===== src/logic/afcap_pkg.sv =====
package afcap_pkg;

	// ----------------------------------------
	// Geometry
	// ----------------------------------------
	localparam int NUM_CH = 16;
	localparam int CH_W = 4;
	localparam int GRP_SIZE = 4;
	localparam int NUM_GROUPS = NUM_CH / GRP_SIZE;
	localparam int WORD_W = 16;
	localparam int RES_W = 12;
	localparam int THR_W = 10;
	localparam int BITCNT_W = 5;
	localparam logic [BITCNT_W-1:0] FRAME_BITS = 5'h10;

	// ----------------------------------------
	// Command word fields
	// ----------------------------------------
	localparam int CODE_HI = 15;
	localparam int CODE_LO = 12;
	localparam logic [3:0] CMD_CONTINUE = 4'h0;
	localparam logic [1:0] CMD_ALARM_PFX = 2'h3;
	localparam logic [THR_W-1:0] THR_HI_RST = 10'h3FF;
	localparam logic [THR_W-1:0] THR_LO_RST = 10'h000;

	// ----------------------------------------
	// Register map and reset values
	// ----------------------------------------
	localparam logic [7:0] REG_CTRL = 8'h00;
	localparam logic [7:0] REG_STATUS = 8'h04;
	localparam logic [7:0] REG_IRQ_STAT = 8'h08;
	localparam logic [7:0] REG_IRQ_MASK = 8'h0C;
	localparam logic [7:0] REG_ALARM = 8'h10;
	localparam logic [7:0] REG_SEQ = 8'h14;
	localparam logic [1:0] REG_THR_PAGE = 2'h1;
	localparam logic [15:0] SEQ_RST = 16'hFFFF;
	localparam logic [1:0] MODE_MANUAL = 2'h0;
	localparam logic [1:0] MODE_AUTO1 = 2'h1;
	localparam logic [1:0] MODE_AUTO2 = 2'h2;

	// Interrupt status bits
	localparam int IRQ_W = 4;
	localparam int IRQ_FRAME = 0;
	localparam int IRQ_ALARM = 1;
	localparam int IRQ_BADFRAME = 2;
	localparam int IRQ_EXIT = 3;

	// ----------------------------------------
	// Types
	// ----------------------------------------
	typedef struct packed {
		logic [3:0] last_ch;
		logic [3:0] man_ch;
		logic [1:0] mode;
	} afcap_ctrl_t;

	typedef struct packed {
		logic [1:0] channel_low_bits_field;
		logic limit_select_bit;
		logic sequence_exit_bit;
		logic [1:0] spare;
		logic [THR_W-1:0] threshold_value_field;
	} afcap_load_t;

	typedef enum logic {ST_IDLE, ST_LOAD} afcap_state_t;

endpackage


===== src/logic/afcap_limit_cmp.sv =====
`timescale 1ns/1ps
module afcap_limit_cmp
	import afcap_pkg::*;
(
	input wire logic [RES_W-1:0] result_i,
	input wire logic [THR_W-1:0] hi_thr_i,
	input wire logic [THR_W-1:0] lo_thr_i,
	output logic hi_hit_o,
	output logic lo_hit_o
);
	logic [THR_W-1:0] upper;

	// Upper ten bits of the result against both limits
	assign upper = result_i[RES_W-1:RES_W-THR_W];
	assign hi_hit_o = upper > hi_thr_i;
	assign lo_hit_o = upper < lo_thr_i;
endmodule


===== src/logic/afcap_sync2.sv =====
`timescale 1ns/1ps
module afcap_sync2 #(
	parameter int W = 1,
	parameter logic [W-1:0] RST_VAL = '0
) (
	input wire logic clk_i,
	input wire logic rstn_i,
	input wire logic ce_i,
	input wire logic [W-1:0] d_i,
	output logic [W-1:0] q_o
);
	logic [W-1:0] meta_r;

	// Two-stage capture of asynchronous levels
	always_ff @(posedge clk_i or negedge rstn_i)
	begin
		if (!rstn_i)
		begin
			meta_r <= RST_VAL;
			q_o <= RST_VAL;
		end
		else if (ce_i)
		begin
			meta_r <= d_i;
			q_o <= meta_r;
		end
	end
endmodule


===== src/logic/afcap_top.sv =====
// Implementation choices: register access over Wishbone and the address map.
`timescale 1ns/1ps
// Operation
// - Code 0000 keeps the current mode and all settings.
// - Continue in auto modes advances the channel counter as usual.
// - Continue in manual mode keeps the last selected channel.
// - Continue ignores the twelve low bits of the word.
// - Each channel owns a high and a low threshold register.
// - Thresholds are grouped four channels, eight registers, per group.
// - Group count follows channel count: sixteen channels give four groups.
// - A full group load takes one entry frame plus eight frames.
// - Entry frame only enters; each later frame writes one threshold.
// - Partial loads are allowed, ended early by the exit bit.
// - Sequence is left at the frame carrying the first exit bit.
// - Entry code is 11 followed by a two-bit group number.
// - During loading conversion goes on; other commands are refused.
// - Top two bits give channel low bits, combined with the group.
// - Bit thirteen picks high limit when one, low limit when zero.
// - Exit bit ends the sequence; otherwise every word is a threshold.
// - Ten-bit threshold versus result top bits; high ones, low zeros.
module afcap_top
	import afcap_pkg::*;
(
	input wire logic clk_i,
	input wire logic rstn_i,
	input wire logic ce_i,
	input wire logic wb_cyc_i,
	input wire logic wb_stb_i,
	input wire logic wb_we_i,
	input wire logic [7:0] wb_adr_i,
	input wire logic [3:0] wb_sel_i,
	input wire logic [31:0] wb_dat_i,
	output logic [31:0] wb_dat_o,
	output logic wb_ack_o,
	input wire logic cs_n_i,
	input wire logic sclk_i,
	input wire logic serial_command_in_i,
	input wire logic [RES_W-1:0] result_i,
	input wire logic result_valid_i,
	output logic [CH_W-1:0] chan_o,
	output logic in_seq_o,
	output logic other_cmd_valid_o,
	output logic [WORD_W-1:0] other_cmd_word_o,
	output logic irq_o
);
	// ----------------------------------------
	// Declarations
	// ----------------------------------------
	logic cs_n_s;
	logic sclk_s;
	logic sdi_s;
	logic sclk_d_r;
	logic cs_n_d_r;
	logic sclk_rise;
	logic frame_end;
	logic frame_start;
	logic [WORD_W-1:0] shift_r;
	logic [BITCNT_W-1:0] bitcnt_r;
	logic dec_stb_r;
	logic bad_stb_r;
	logic [WORD_W-1:0] word_r;
	logic [3:0] code;
	afcap_load_t load;
	afcap_state_t state_r;
	logic [1:0] grp_r;
	logic entry_hit;
	logic thr_we;
	logic [CH_W-1:0] tgt_ch;
	logic [THR_W-1:0] hi_thr_r [NUM_CH];
	logic [THR_W-1:0] lo_thr_r [NUM_CH];
	logic [CH_W-1:0] chan_r;
	afcap_ctrl_t ctrl_r;
	logic [15:0] seq_r;
	logic [IRQ_W-1:0] irq_stat_r;
	logic [IRQ_W-1:0] irq_mask_r;
	logic [31:0] alarm_r;
	logic hi_hit;
	logic lo_hit;
	logic bus_req;
	logic bus_wr;
	logic [31:0] bmask;
	logic [31:0] rd_data;
	logic [31:0] alarm_set;

	// ----------------------------------------
	// Link pins and frame capture
	// ----------------------------------------
	afcap_sync2 #(.W(3), .RST_VAL(3'h6)) u_sync (
		.clk_i(clk_i),
		.rstn_i(rstn_i),
		.ce_i(ce_i),
		.d_i({cs_n_i, sclk_i, serial_command_in_i}),
		.q_o({cs_n_s, sclk_s, sdi_s})
	);

	// Edge finding on the synchronised link levels
	always_ff @(posedge clk_i or negedge rstn_i)
	begin
		if (!rstn_i)
		begin
			sclk_d_r <= 1'b1;
			cs_n_d_r <= 1'b1;
		end
		else if (ce_i)
		begin
			sclk_d_r <= sclk_s;
			cs_n_d_r <= cs_n_s;
		end
	end

	assign sclk_rise = sclk_s & ~sclk_d_r & ~cs_n_s;
	assign frame_end = cs_n_s & ~cs_n_d_r;
	assign frame_start = ~cs_n_s & cs_n_d_r;

	// Shift register, MSB first, and saturating bit count
	always_ff @(posedge clk_i or negedge rstn_i)
	begin
		if (!rstn_i)
		begin
			shift_r <= '0;
			bitcnt_r <= '0;
		end
		else if (ce_i)
		begin
			if (frame_start)
				bitcnt_r <= '0;
			else if (sclk_rise)
			begin
				shift_r <= {shift_r[WORD_W-2:0], sdi_s};
				if (bitcnt_r != '1)
					bitcnt_r <= bitcnt_r + 5'h01;
			end
		end
	end

	// Word handed to the decoder once the frame has closed
	always_ff @(posedge clk_i or negedge rstn_i)
	begin
		if (!rstn_i)
		begin
			dec_stb_r <= 1'b0;
			bad_stb_r <= 1'b0;
			word_r <= '0;
		end
		else if (ce_i)
		begin
			dec_stb_r <= frame_end && (bitcnt_r == FRAME_BITS);
			bad_stb_r <= frame_end && (bitcnt_r != FRAME_BITS);
			if (frame_end)
				word_r <= shift_r;
		end
	end

	// ----------------------------------------
	// Command decode
	// ----------------------------------------
	assign code = word_r[CODE_HI:CODE_LO];
	assign load = afcap_load_t'(word_r);
	assign entry_hit = (code[3:2] == CMD_ALARM_PFX) && (32'(code[1:0]) < NUM_GROUPS);
	assign thr_we = dec_stb_r && (state_r == ST_LOAD);
	assign tgt_ch = {grp_r, load.channel_low_bits_field};

	// Loading sequence state and selected group
	always_ff @(posedge clk_i or negedge rstn_i)
	begin
		if (!rstn_i)
		begin
			state_r <= ST_IDLE;
			grp_r <= '0;
		end
		else if (ce_i && dec_stb_r)
		begin
			case (state_r)
				ST_IDLE:
				begin
					if (entry_hit)
					begin
						state_r <= ST_LOAD;
						grp_r <= code[1:0];
					end
				end
				ST_LOAD:
				begin
					if (load.sequence_exit_bit)
						state_r <= ST_IDLE;
				end
				default:
					state_r <= ST_IDLE;
			endcase
		end
	end

	// Threshold store, two per channel, grouped by four channels
	always_ff @(posedge clk_i or negedge rstn_i)
	begin
		if (!rstn_i)
		begin
			for (int i = 0; i < NUM_CH; i++)
			begin
				hi_thr_r[i] <= THR_HI_RST;
				lo_thr_r[i] <= THR_LO_RST;
			end
		end
		else if (ce_i && thr_we)
		begin
			if (load.limit_select_bit)
				hi_thr_r[tgt_ch] <= load.threshold_value_field;
			else
				lo_thr_r[tgt_ch] <= load.threshold_value_field;
		end
	end

	// Next channel for the automatic modes
	function automatic logic [CH_W-1:0] next_chan(input logic [CH_W-1:0] cur,
		input afcap_ctrl_t c, input logic [15:0] seq);
		logic [CH_W-1:0] n;
		logic [CH_W-1:0] cand;
		logic found;
		n = cur;
		found = 1'b0;
		if (c.mode == MODE_AUTO2)
			n = (cur == c.last_ch) ? '0 : cur + 4'h1;
		else if (c.mode == MODE_AUTO1)
		begin
			for (int i = 1; i <= NUM_CH; i++)
			begin
				cand = cur + CH_W'(i);
				if (!found && seq[cand])
				begin
					n = cand;
					found = 1'b1;
				end
			end
		end
		return n;
	endfunction

	// Channel counter: in the auto modes advances every decoded frame, also while loading
	always_ff @(posedge clk_i or negedge rstn_i)
	begin
		if (!rstn_i)
			chan_r <= '0;
		else if (ce_i)
		begin
			if (bus_wr && wb_adr_i == REG_CTRL && wb_sel_i[0])
				chan_r <= '0;
			else if (dec_stb_r)
				chan_r <= next_chan(chan_r, ctrl_r, seq_r);
		end
	end

	// Commands outside this block, refused while loading
	always_ff @(posedge clk_i or negedge rstn_i)
	begin
		if (!rstn_i)
		begin
			other_cmd_valid_o <= 1'b0;
			other_cmd_word_o <= '0;
		end
		else if (ce_i)
		begin
			other_cmd_valid_o <= dec_stb_r && (state_r == ST_IDLE) && !entry_hit
				&& (code != CMD_CONTINUE);
			if (dec_stb_r && state_r == ST_IDLE)
				other_cmd_word_o <= word_r;
		end
	end

	// ----------------------------------------
	// Alarm comparison
	// ----------------------------------------
	afcap_limit_cmp u_cmp (
		.result_i(result_i),
		.hi_thr_i(hi_thr_r[chan_r]),
		.lo_thr_i(lo_thr_r[chan_r]),
		.hi_hit_o(hi_hit),
		.lo_hit_o(lo_hit)
	);

	always_comb
	begin
		alarm_set = '0;
		if (result_valid_i)
		begin
			alarm_set[chan_r] = hi_hit;
			alarm_set[5'(NUM_CH) + 5'(chan_r)] = lo_hit;
		end
	end

	// ----------------------------------------
	// Wishbone slave
	// ----------------------------------------
	assign bus_req = wb_cyc_i && wb_stb_i && !wb_ack_o;
	assign bus_wr = wb_cyc_i && wb_stb_i && wb_ack_o && wb_we_i && ce_i; // Lands with ack
	assign bmask = {{8{wb_sel_i[3]}}, {8{wb_sel_i[2]}}, {8{wb_sel_i[1]}}, {8{wb_sel_i[0]}}};

	// Software controlled configuration
	always_ff @(posedge clk_i or negedge rstn_i)
	begin
		if (!rstn_i)
		begin
			ctrl_r <= '0;
			seq_r <= SEQ_RST;
			irq_mask_r <= '0;
		end
		else if (bus_wr)
		begin
			if (wb_adr_i == REG_CTRL)
				ctrl_r <= afcap_ctrl_t'(10'((32'(ctrl_r) & ~bmask) | (wb_dat_i & bmask)));
			else if (wb_adr_i == REG_SEQ)
				seq_r <= 16'((32'(seq_r) & ~bmask) | (wb_dat_i & bmask));
			else if (wb_adr_i == REG_IRQ_MASK)
				irq_mask_r <= IRQ_W'((32'(irq_mask_r) & ~bmask) | (wb_dat_i & bmask));
		end
	end

	// Sticky event bits; a new event wins over a clearing write
	always_ff @(posedge clk_i or negedge rstn_i)
	begin
		if (!rstn_i)
		begin
			irq_stat_r <= '0;
			alarm_r <= '0;
		end
		else if (ce_i)
		begin
			if (bus_wr && wb_adr_i == REG_IRQ_STAT)
				irq_stat_r <= irq_stat_r & ~IRQ_W'(wb_dat_i & bmask);
			if (dec_stb_r)
				irq_stat_r[IRQ_FRAME] <= 1'b1;
			if (bad_stb_r)
				irq_stat_r[IRQ_BADFRAME] <= 1'b1;
			if (thr_we && load.sequence_exit_bit)
				irq_stat_r[IRQ_EXIT] <= 1'b1;
			if (|alarm_set)
				irq_stat_r[IRQ_ALARM] <= 1'b1;
			if (bus_wr && wb_adr_i == REG_ALARM)
				alarm_r <= (alarm_r & ~(wb_dat_i & bmask)) | alarm_set;
			else
				alarm_r <= alarm_r | alarm_set;
		end
	end

	// Read multiplexer
	always_comb
	begin
		rd_data = '0;
		if (wb_adr_i == REG_CTRL)
			rd_data = 32'(ctrl_r);
		else if (wb_adr_i == REG_STATUS)
			rd_data = {25'h0, grp_r, state_r == ST_LOAD, chan_r};
		else if (wb_adr_i == REG_IRQ_STAT)
			rd_data = 32'(irq_stat_r);
		else if (wb_adr_i == REG_IRQ_MASK)
			rd_data = 32'(irq_mask_r);
		else if (wb_adr_i == REG_ALARM)
			rd_data = alarm_r;
		else if (wb_adr_i == REG_SEQ)
			rd_data = 32'(seq_r);
		else if (wb_adr_i[7:6] == REG_THR_PAGE && wb_adr_i[1:0] == 2'h0)
			rd_data = {6'h0, lo_thr_r[wb_adr_i[5:2]], 6'h0, hi_thr_r[wb_adr_i[5:2]]};
	end

	// One-cycle answer, dropped in the following cycle
	always_ff @(posedge clk_i or negedge rstn_i)
	begin
		if (!rstn_i)
		begin
			wb_ack_o <= 1'b0;
			wb_dat_o <= '0;
		end
		else if (ce_i)
		begin
			wb_ack_o <= bus_req;
			if (bus_req && !wb_we_i)
				wb_dat_o <= rd_data;
		end
	end

	// ----------------------------------------
	// Registered outputs
	// ----------------------------------------
	always_ff @(posedge clk_i or negedge rstn_i)
	begin
		if (!rstn_i)
		begin
			irq_o <= 1'b0;
			chan_o <= '0;
			in_seq_o <= 1'b0;
		end
		else if (ce_i)
		begin
			irq_o <= |(irq_stat_r & irq_mask_r);
			chan_o <= chan_r;
			in_seq_o <= (state_r == ST_LOAD);
		end
	end

	// ----------------------------------------
	// Assertions
	// ----------------------------------------
	property p_cont_manual;
		@(posedge clk_i) disable iff (!rstn_i)
		ce_i && dec_stb_r && ctrl_r.mode == MODE_MANUAL && !bus_wr |=> $stable(chan_r);
	endproperty
	a_cont_manual: assert property (p_cont_manual) else $error("manual channel moved");

	property p_cont_auto2;
		@(posedge clk_i) disable iff (!rstn_i)
		ce_i && dec_stb_r && ctrl_r.mode == MODE_AUTO2 && !bus_wr && chan_r == ctrl_r.last_ch
		|=> chan_r == 4'h0;
	endproperty
	a_cont_auto2: assert property (p_cont_auto2) else $error("auto2 wrap missed");

	property p_cont_idle;
		@(posedge clk_i) disable iff (!rstn_i)
		ce_i && dec_stb_r && state_r == ST_IDLE && code == CMD_CONTINUE
		|=> state_r == ST_IDLE && !other_cmd_valid_o;
	endproperty
	a_cont_idle: assert property (p_cont_idle) else $error("continue changed state");

	property p_entry;
		@(posedge clk_i) disable iff (!rstn_i)
		ce_i && dec_stb_r && state_r == ST_IDLE && code[3:2] == CMD_ALARM_PFX
		|=> state_r == ST_LOAD && grp_r == $past(code[1:0]) ##1 in_seq_o || !ce_i;
	endproperty
	a_entry: assert property (p_entry) else $error("entry frame not taken");

	property p_write_only_load;
		@(posedge clk_i) disable iff (!rstn_i)
		state_r == ST_IDLE |=> $stable(hi_thr_r[tgt_ch]) || $past(bus_wr) || !$past(ce_i)
			|| $past(tgt_ch) != tgt_ch;
	endproperty
	a_write_only_load: assert property (p_write_only_load) else $error("write while idle");

	property p_thr_write;
		@(posedge clk_i) disable iff (!rstn_i)
		ce_i && thr_we && load.limit_select_bit
		|=> hi_thr_r[$past(tgt_ch)] == $past(load.threshold_value_field);
	endproperty
	a_thr_write: assert property (p_thr_write) else $error("high limit not written");

	property p_exit;
		@(posedge clk_i) disable iff (!rstn_i)
		ce_i && thr_we && load.sequence_exit_bit |=> state_r == ST_IDLE;
	endproperty
	a_exit: assert property (p_exit) else $error("exit bit ignored");

	property p_stay;
		@(posedge clk_i) disable iff (!rstn_i)
		ce_i && thr_we && !load.sequence_exit_bit |=> state_r == ST_LOAD;
	endproperty
	a_stay: assert property (p_stay) else $error("left sequence without exit");

	property p_refuse;
		@(posedge clk_i) disable iff (!rstn_i)
		ce_i && thr_we |=> !other_cmd_valid_o;
	endproperty
	a_refuse: assert property (p_refuse) else $error("command passed while loading");

	property p_alarm;
		@(posedge clk_i) disable iff (!rstn_i)
		ce_i && result_valid_i && result_i[RES_W-1:RES_W-THR_W] > hi_thr_r[chan_r]
		|=> alarm_r[$past(chan_r)] ##1 irq_stat_r[IRQ_ALARM] || !ce_i;
	endproperty
	a_alarm: assert property (p_alarm) else $error("high alarm not flagged");

endmodule

===== config.mk =====
export PLATFORM = sky130hd
export DESIGN_NAME = afcap_top
export DESIGN_NICKNAME = d
export VERILOG_FILES = /design/src/logic/afcap_pkg.sv /design/src/logic/afcap_limit_cmp.sv /design/src/logic/afcap_sync2.sv /design/src/logic/afcap_top.sv
export SDC_FILE = /design/constraint.sdc
export NUM_CORES = 1
export LEC_CHECK = 0
export BUFFER_PORTS_ARGS = -buffer_cell sky130_fd_sc_hd__buf_2
export CAP_MARGIN = 5
export CORE_MARGIN = 4
export CORE_UTILIZATION = 58
export CTS_BUF_LIST = sky130_fd_sc_hd__clkbuf_4
export DETAILED_ROUTE_END_ITERATION = 10
export PLACE_DENSITY_LB_ADDON = 0.08
export SYNTH_ARGS = -nofsm -noshare
export SYNTH_HDL_FRONTEND = slang
export SYNTH_SLANG_ARGS = --single-unit

===== constraint.sdc =====
create_clock -name clk_i -period 4.2 [get_ports clk_i]
set_input_delay 0 -clock clk_i [delete_from_list [all_inputs] [get_ports clk_i]]
set_output_delay 0 -clock clk_i [all_outputs]
set_load 0.05 [all_outputs]

==> results.tsv <==
stage	metric	value	unit
worst_hold_path	hold crit path type	in2reg	
clocking	CTS Sinks	496	
final_layout	FILL cells	3190	
placed_design	number of I/O port buffers	119	
clocking	CTS Buffer Depth	3	
placed_design	Final GP Congestion	0.938	
floorplan	Initial Util	0.592	
pwr	Comb pwr share	0.066	
final_layout	Final Instance Area	31800	um2
clocking	H-Tree Depth	4	
timing	period utilisation layout	0.964	
placed_design	pre-CTS setup slack	0.320	ns
clocking	worst-skew pair later-pin latency	0.98	ns
pwr	Int Power	7.49	mW
timing	fin crit period	4.05	ns
route	final wirelength	78000	um
critical_path	R2R Path Start	chan_r[0]	
critical_path	Slowest-stage cell, CP	dlygate4sd3_1	
pwr	power per cell area	320	nW/um2
pwr	Psw	2.69	mW
timing	slew at the pin closest to its max-slew limit	1.26	ns
critical_path	critical path arrival	4.91	ns
pwr	sequential fraction of design power	0.504	
global_route	total grt overflow	0	
timing	Max-Slew Margin vs Limit	0.162	
route	initial drt markers	1627	
final_layout	post-layout net count	2343	
critical_path	CP endpoint	alarm_r[22]	
critical_path	worst r2r dst	irq_stat_r[1]	
timing	Setup Skew	0.0622	ns
floorplan	I/O pins	122	
timing	Fin. Hold Viols	0	
route	Final ANT Viol Nets	0	
critical_path	Required @ worst endpoint	5.06	ns
critical_path	CP dominant cell by count	dlygate4sd3_1	
final_layout	most frequent cells in the layout	mux2_2, dfrtp_1, mux4_2	
synthesis	Post-synth EDFFs	0	
route	Via density	6.40	
synthesis	Seq/Total Area, Yosys	0.467	
pwr	Static Leak	13.9	nW
pwr	Max VDD drop	0.000366	V
synthesis	top cells by area, synth	dfrtp_1, mux4_2, mux2_2, dfstp_2, ha_1	
critical_path	Crit Path Class	in2reg	
global_route	largest net degree at the start of global routing	96	
synthesis	Post-Syn Area per Cell	14.2	um2
route	DRC viols	0	
global_route	vias in the first global route	20036	
synthesis	Post-synth top flop	dfrtp_1	
clocking	total CTS buffers	134	
critical_path	crit path from	wb_adr_i[7]	
synthesis	Yosys top cell area share	0.290	
clocking	Reg clk slew, reported paths	0.07	ns
critical_path	Cell Chain, Critical Path	dlygate4sd3_1, buf_2, or3_1, or3_1, dlygate4sd3_1, nor2_1, nand2_1, dlygate4sd3_1, nor2_2, buf_4, and3_1, nand2_1, dlygate4sd3_1, a32o_1	
job	Max-Cap Viols	0	
global_route	initial antenna violation count	3	
timing	Slew Limit Fails	0	
critical_path	Worst path max stage delay	0.70	ns
global_route	All-Layer GR Usage	0.317	
run_status	status	completed	
synthesis	Synth area leader	dfrtp_1	
timing	final worst setup slack	0.153	ns
timing	final setup vio count	0	
floorplan	die height	224	um
placed_design	Post-DP Area	28600	um2
synthesis	synth warn	0	
synthesis	ys async rst share	1.00	
synthesis	Netlist cell types	79	
route	DR vias	18853	
synthesis	Yosys reg bits	496	
final_layout	Area growth, synth to finish	17.3	%
critical_path	Crit Path Max Fanout	11	
clocking	CTS tree	yes	
route	first drt pass iteration count	5	
floorplan	Placeable Area	45800	um2
timing	RSZ-0062 raised after global routing	no	
final_layout	layout cell share with drive strength beyond 1	0.544	
critical_path	R2R setup slack	0.17	ns
clocking	Root Driver	clkbuf_4	
timing	TNS Setup	0	ns
critical_path	Worst setup SP type	input pin	
synthesis	syn_nets	2007	
pwr	Clk pwr share	0.431	
synthesis	Synth Cell Area	27100	um2
timing	Max Freq	0.247	GHz
critical_path	CP endpoint kind	register	
critical_path	R2R depth	12	
pwr	Design Power	10.2	mW
synthesis	Post-Syn Instances	1904	
floorplan	DIE AREA	50200	um2
floorplan	Die Wd	224	um
floorplan	row count	78	
final_layout	commonest non-fill, non-tap cell in the layout	mux2_2	
route	routed wire length per instance	26.5	um
placed_design	Final HPWL DP	50100	um
global_route	first-pass GRT wire length	120000	um
pwr	switching part of the total	0.265	
==> state kept, by name, indices dropped and copies added, names as in the netlist, 2 cells and up, named ones only <==
register / flops
alarm_r: 32
bitcnt_r: 5
chan_o: 4
chan_r: 4
grp_r: 2
hi_thr_r: 160
irq_stat_r: 4
lo_thr_r: 160
load: 16
other_cmd_word_o: 16
shift_r: 16
u_sync.meta_r: 3
u_sync.q_o: 3
wb_dat_o: 32
==> through the flow <==
step                      utilization  hold WS, ns  instances
after CTS                       0.693       0.0153       2933
after global routing            0.694       0.0621       2940
after global placement          0.625       0.0715       2561
final                           0.694       0.0714       2945
after detailed placement        0.625       0.0767       2561
after floorplan                     -       -0.296       1904
==> power by group through the flow <==
stage                     combinational, mW  sequential (mW)  clock, mW
after floorplan                       0.347             5.10          0
after global placement                0.568             5.19          0
after detailed placement              0.579             5.20          0
after CTS                             0.664             5.12       4.50
after global routing                  0.716             5.14       4.79
final                                 0.667             5.13       4.39
==> cell families (layout without fill, tap and decap cells) <==
| logic type | count (synthesis) | count (layout) | share of synthesized area |
|---|---|---|---|
| flip-flops | 496 | 496 | 0.467 |
| other | 0 | 6 | 0 |
| adder cells (fa/ha/maj) | 37 | 37 | 0.0171 |
| multiplexers | 693 | 693 | 0.380 |
| buffers and inverters | 171 | 606 | 0.0252 |
| XOR/XNOR | 16 | 16 | 0.00517 |
| AO/OA/AOI/OAI | 182 | 182 | 0.0508 |
| AND/OR/NAND/NOR | 309 | 309 | 0.0552 |
==> repair_timing <==
action                                  4_1_cts  5_1_grt
endpoints found under the setup margin        0       10
resized for setup                             0        2
hold endpoints to repair                    572        0
hold buffers                                137        0
setup buffers                                 0        6
==> worst max-delay path: cells and delay by family <==
family          cells  cell delay (ns)
compound gates      1             0.21
simple gates        7             1.89
buf+inv             6             2.81
==> layout make-up <==
class | count | area, um2 | share of cell area
clock buffers | 206 | 1550 | 0.0487
multi-input cells | 1237 | 13800 | 0.434
well taps | 600 | 751 | 0.0236
inverters | 37 | 141 | 0.00445
diodes | 6 | 15.0 | 0.000473
clock inverters | 29 | 169 | 0.00532
repair buffers | 334 | 2720 | 0.0856
flip-flops and latches | 496 | 12600 | 0.398
==> worst min-delay path by stage <==
stage,from,end,slack [ns],depth (start not counted)
6_report,wb_we_i,wb_dat_o[26],0.07,6
5_1_grt,ce_i,bad_stb_r,0.06,3
4_1_cts,wb_we_i,wb_dat_o[26],0.02,6
3_5_place_dp,rstn_i,alarm_r[30],0.08,1
3_3_place_gp,rstn_i,alarm_r[26],0.07,1
2_1_floorplan,rstn_i,asynchronous set/reset pin,-0.30,0
==> cells in the mapped netlist, types with 18 or more instances <==
| cell type | count |
|---|---|
| inv_1 | 34 |
| mux2_2 | 426 |
| nand2_1 | 102 |
| a21oi_1 | 27 |
| a32o_1 | 18 |
| mux2i_1 | 37 |
| ha_1 | 37 |
| dfrtp_1 | 314 |
| a22o_1 | 24 |
| dfstp_2 | 182 |
| o21ai_0 | 21 |
| nor2_1 | 85 |
| mux4_2 | 225 |
| buf_1 | 30 |
| clkbuf_1 | 96 |
==> metal layers <==
layer	up-vias	GRT usage	wire length (um)
li1	8095	-	-
met3	188	0.0891	6360
met5	-	0	17
met2	774	0.497	37200
met4	2	0.120	2610
met1	9794	0.427	31800
Power figures use the tool's default switching activity.
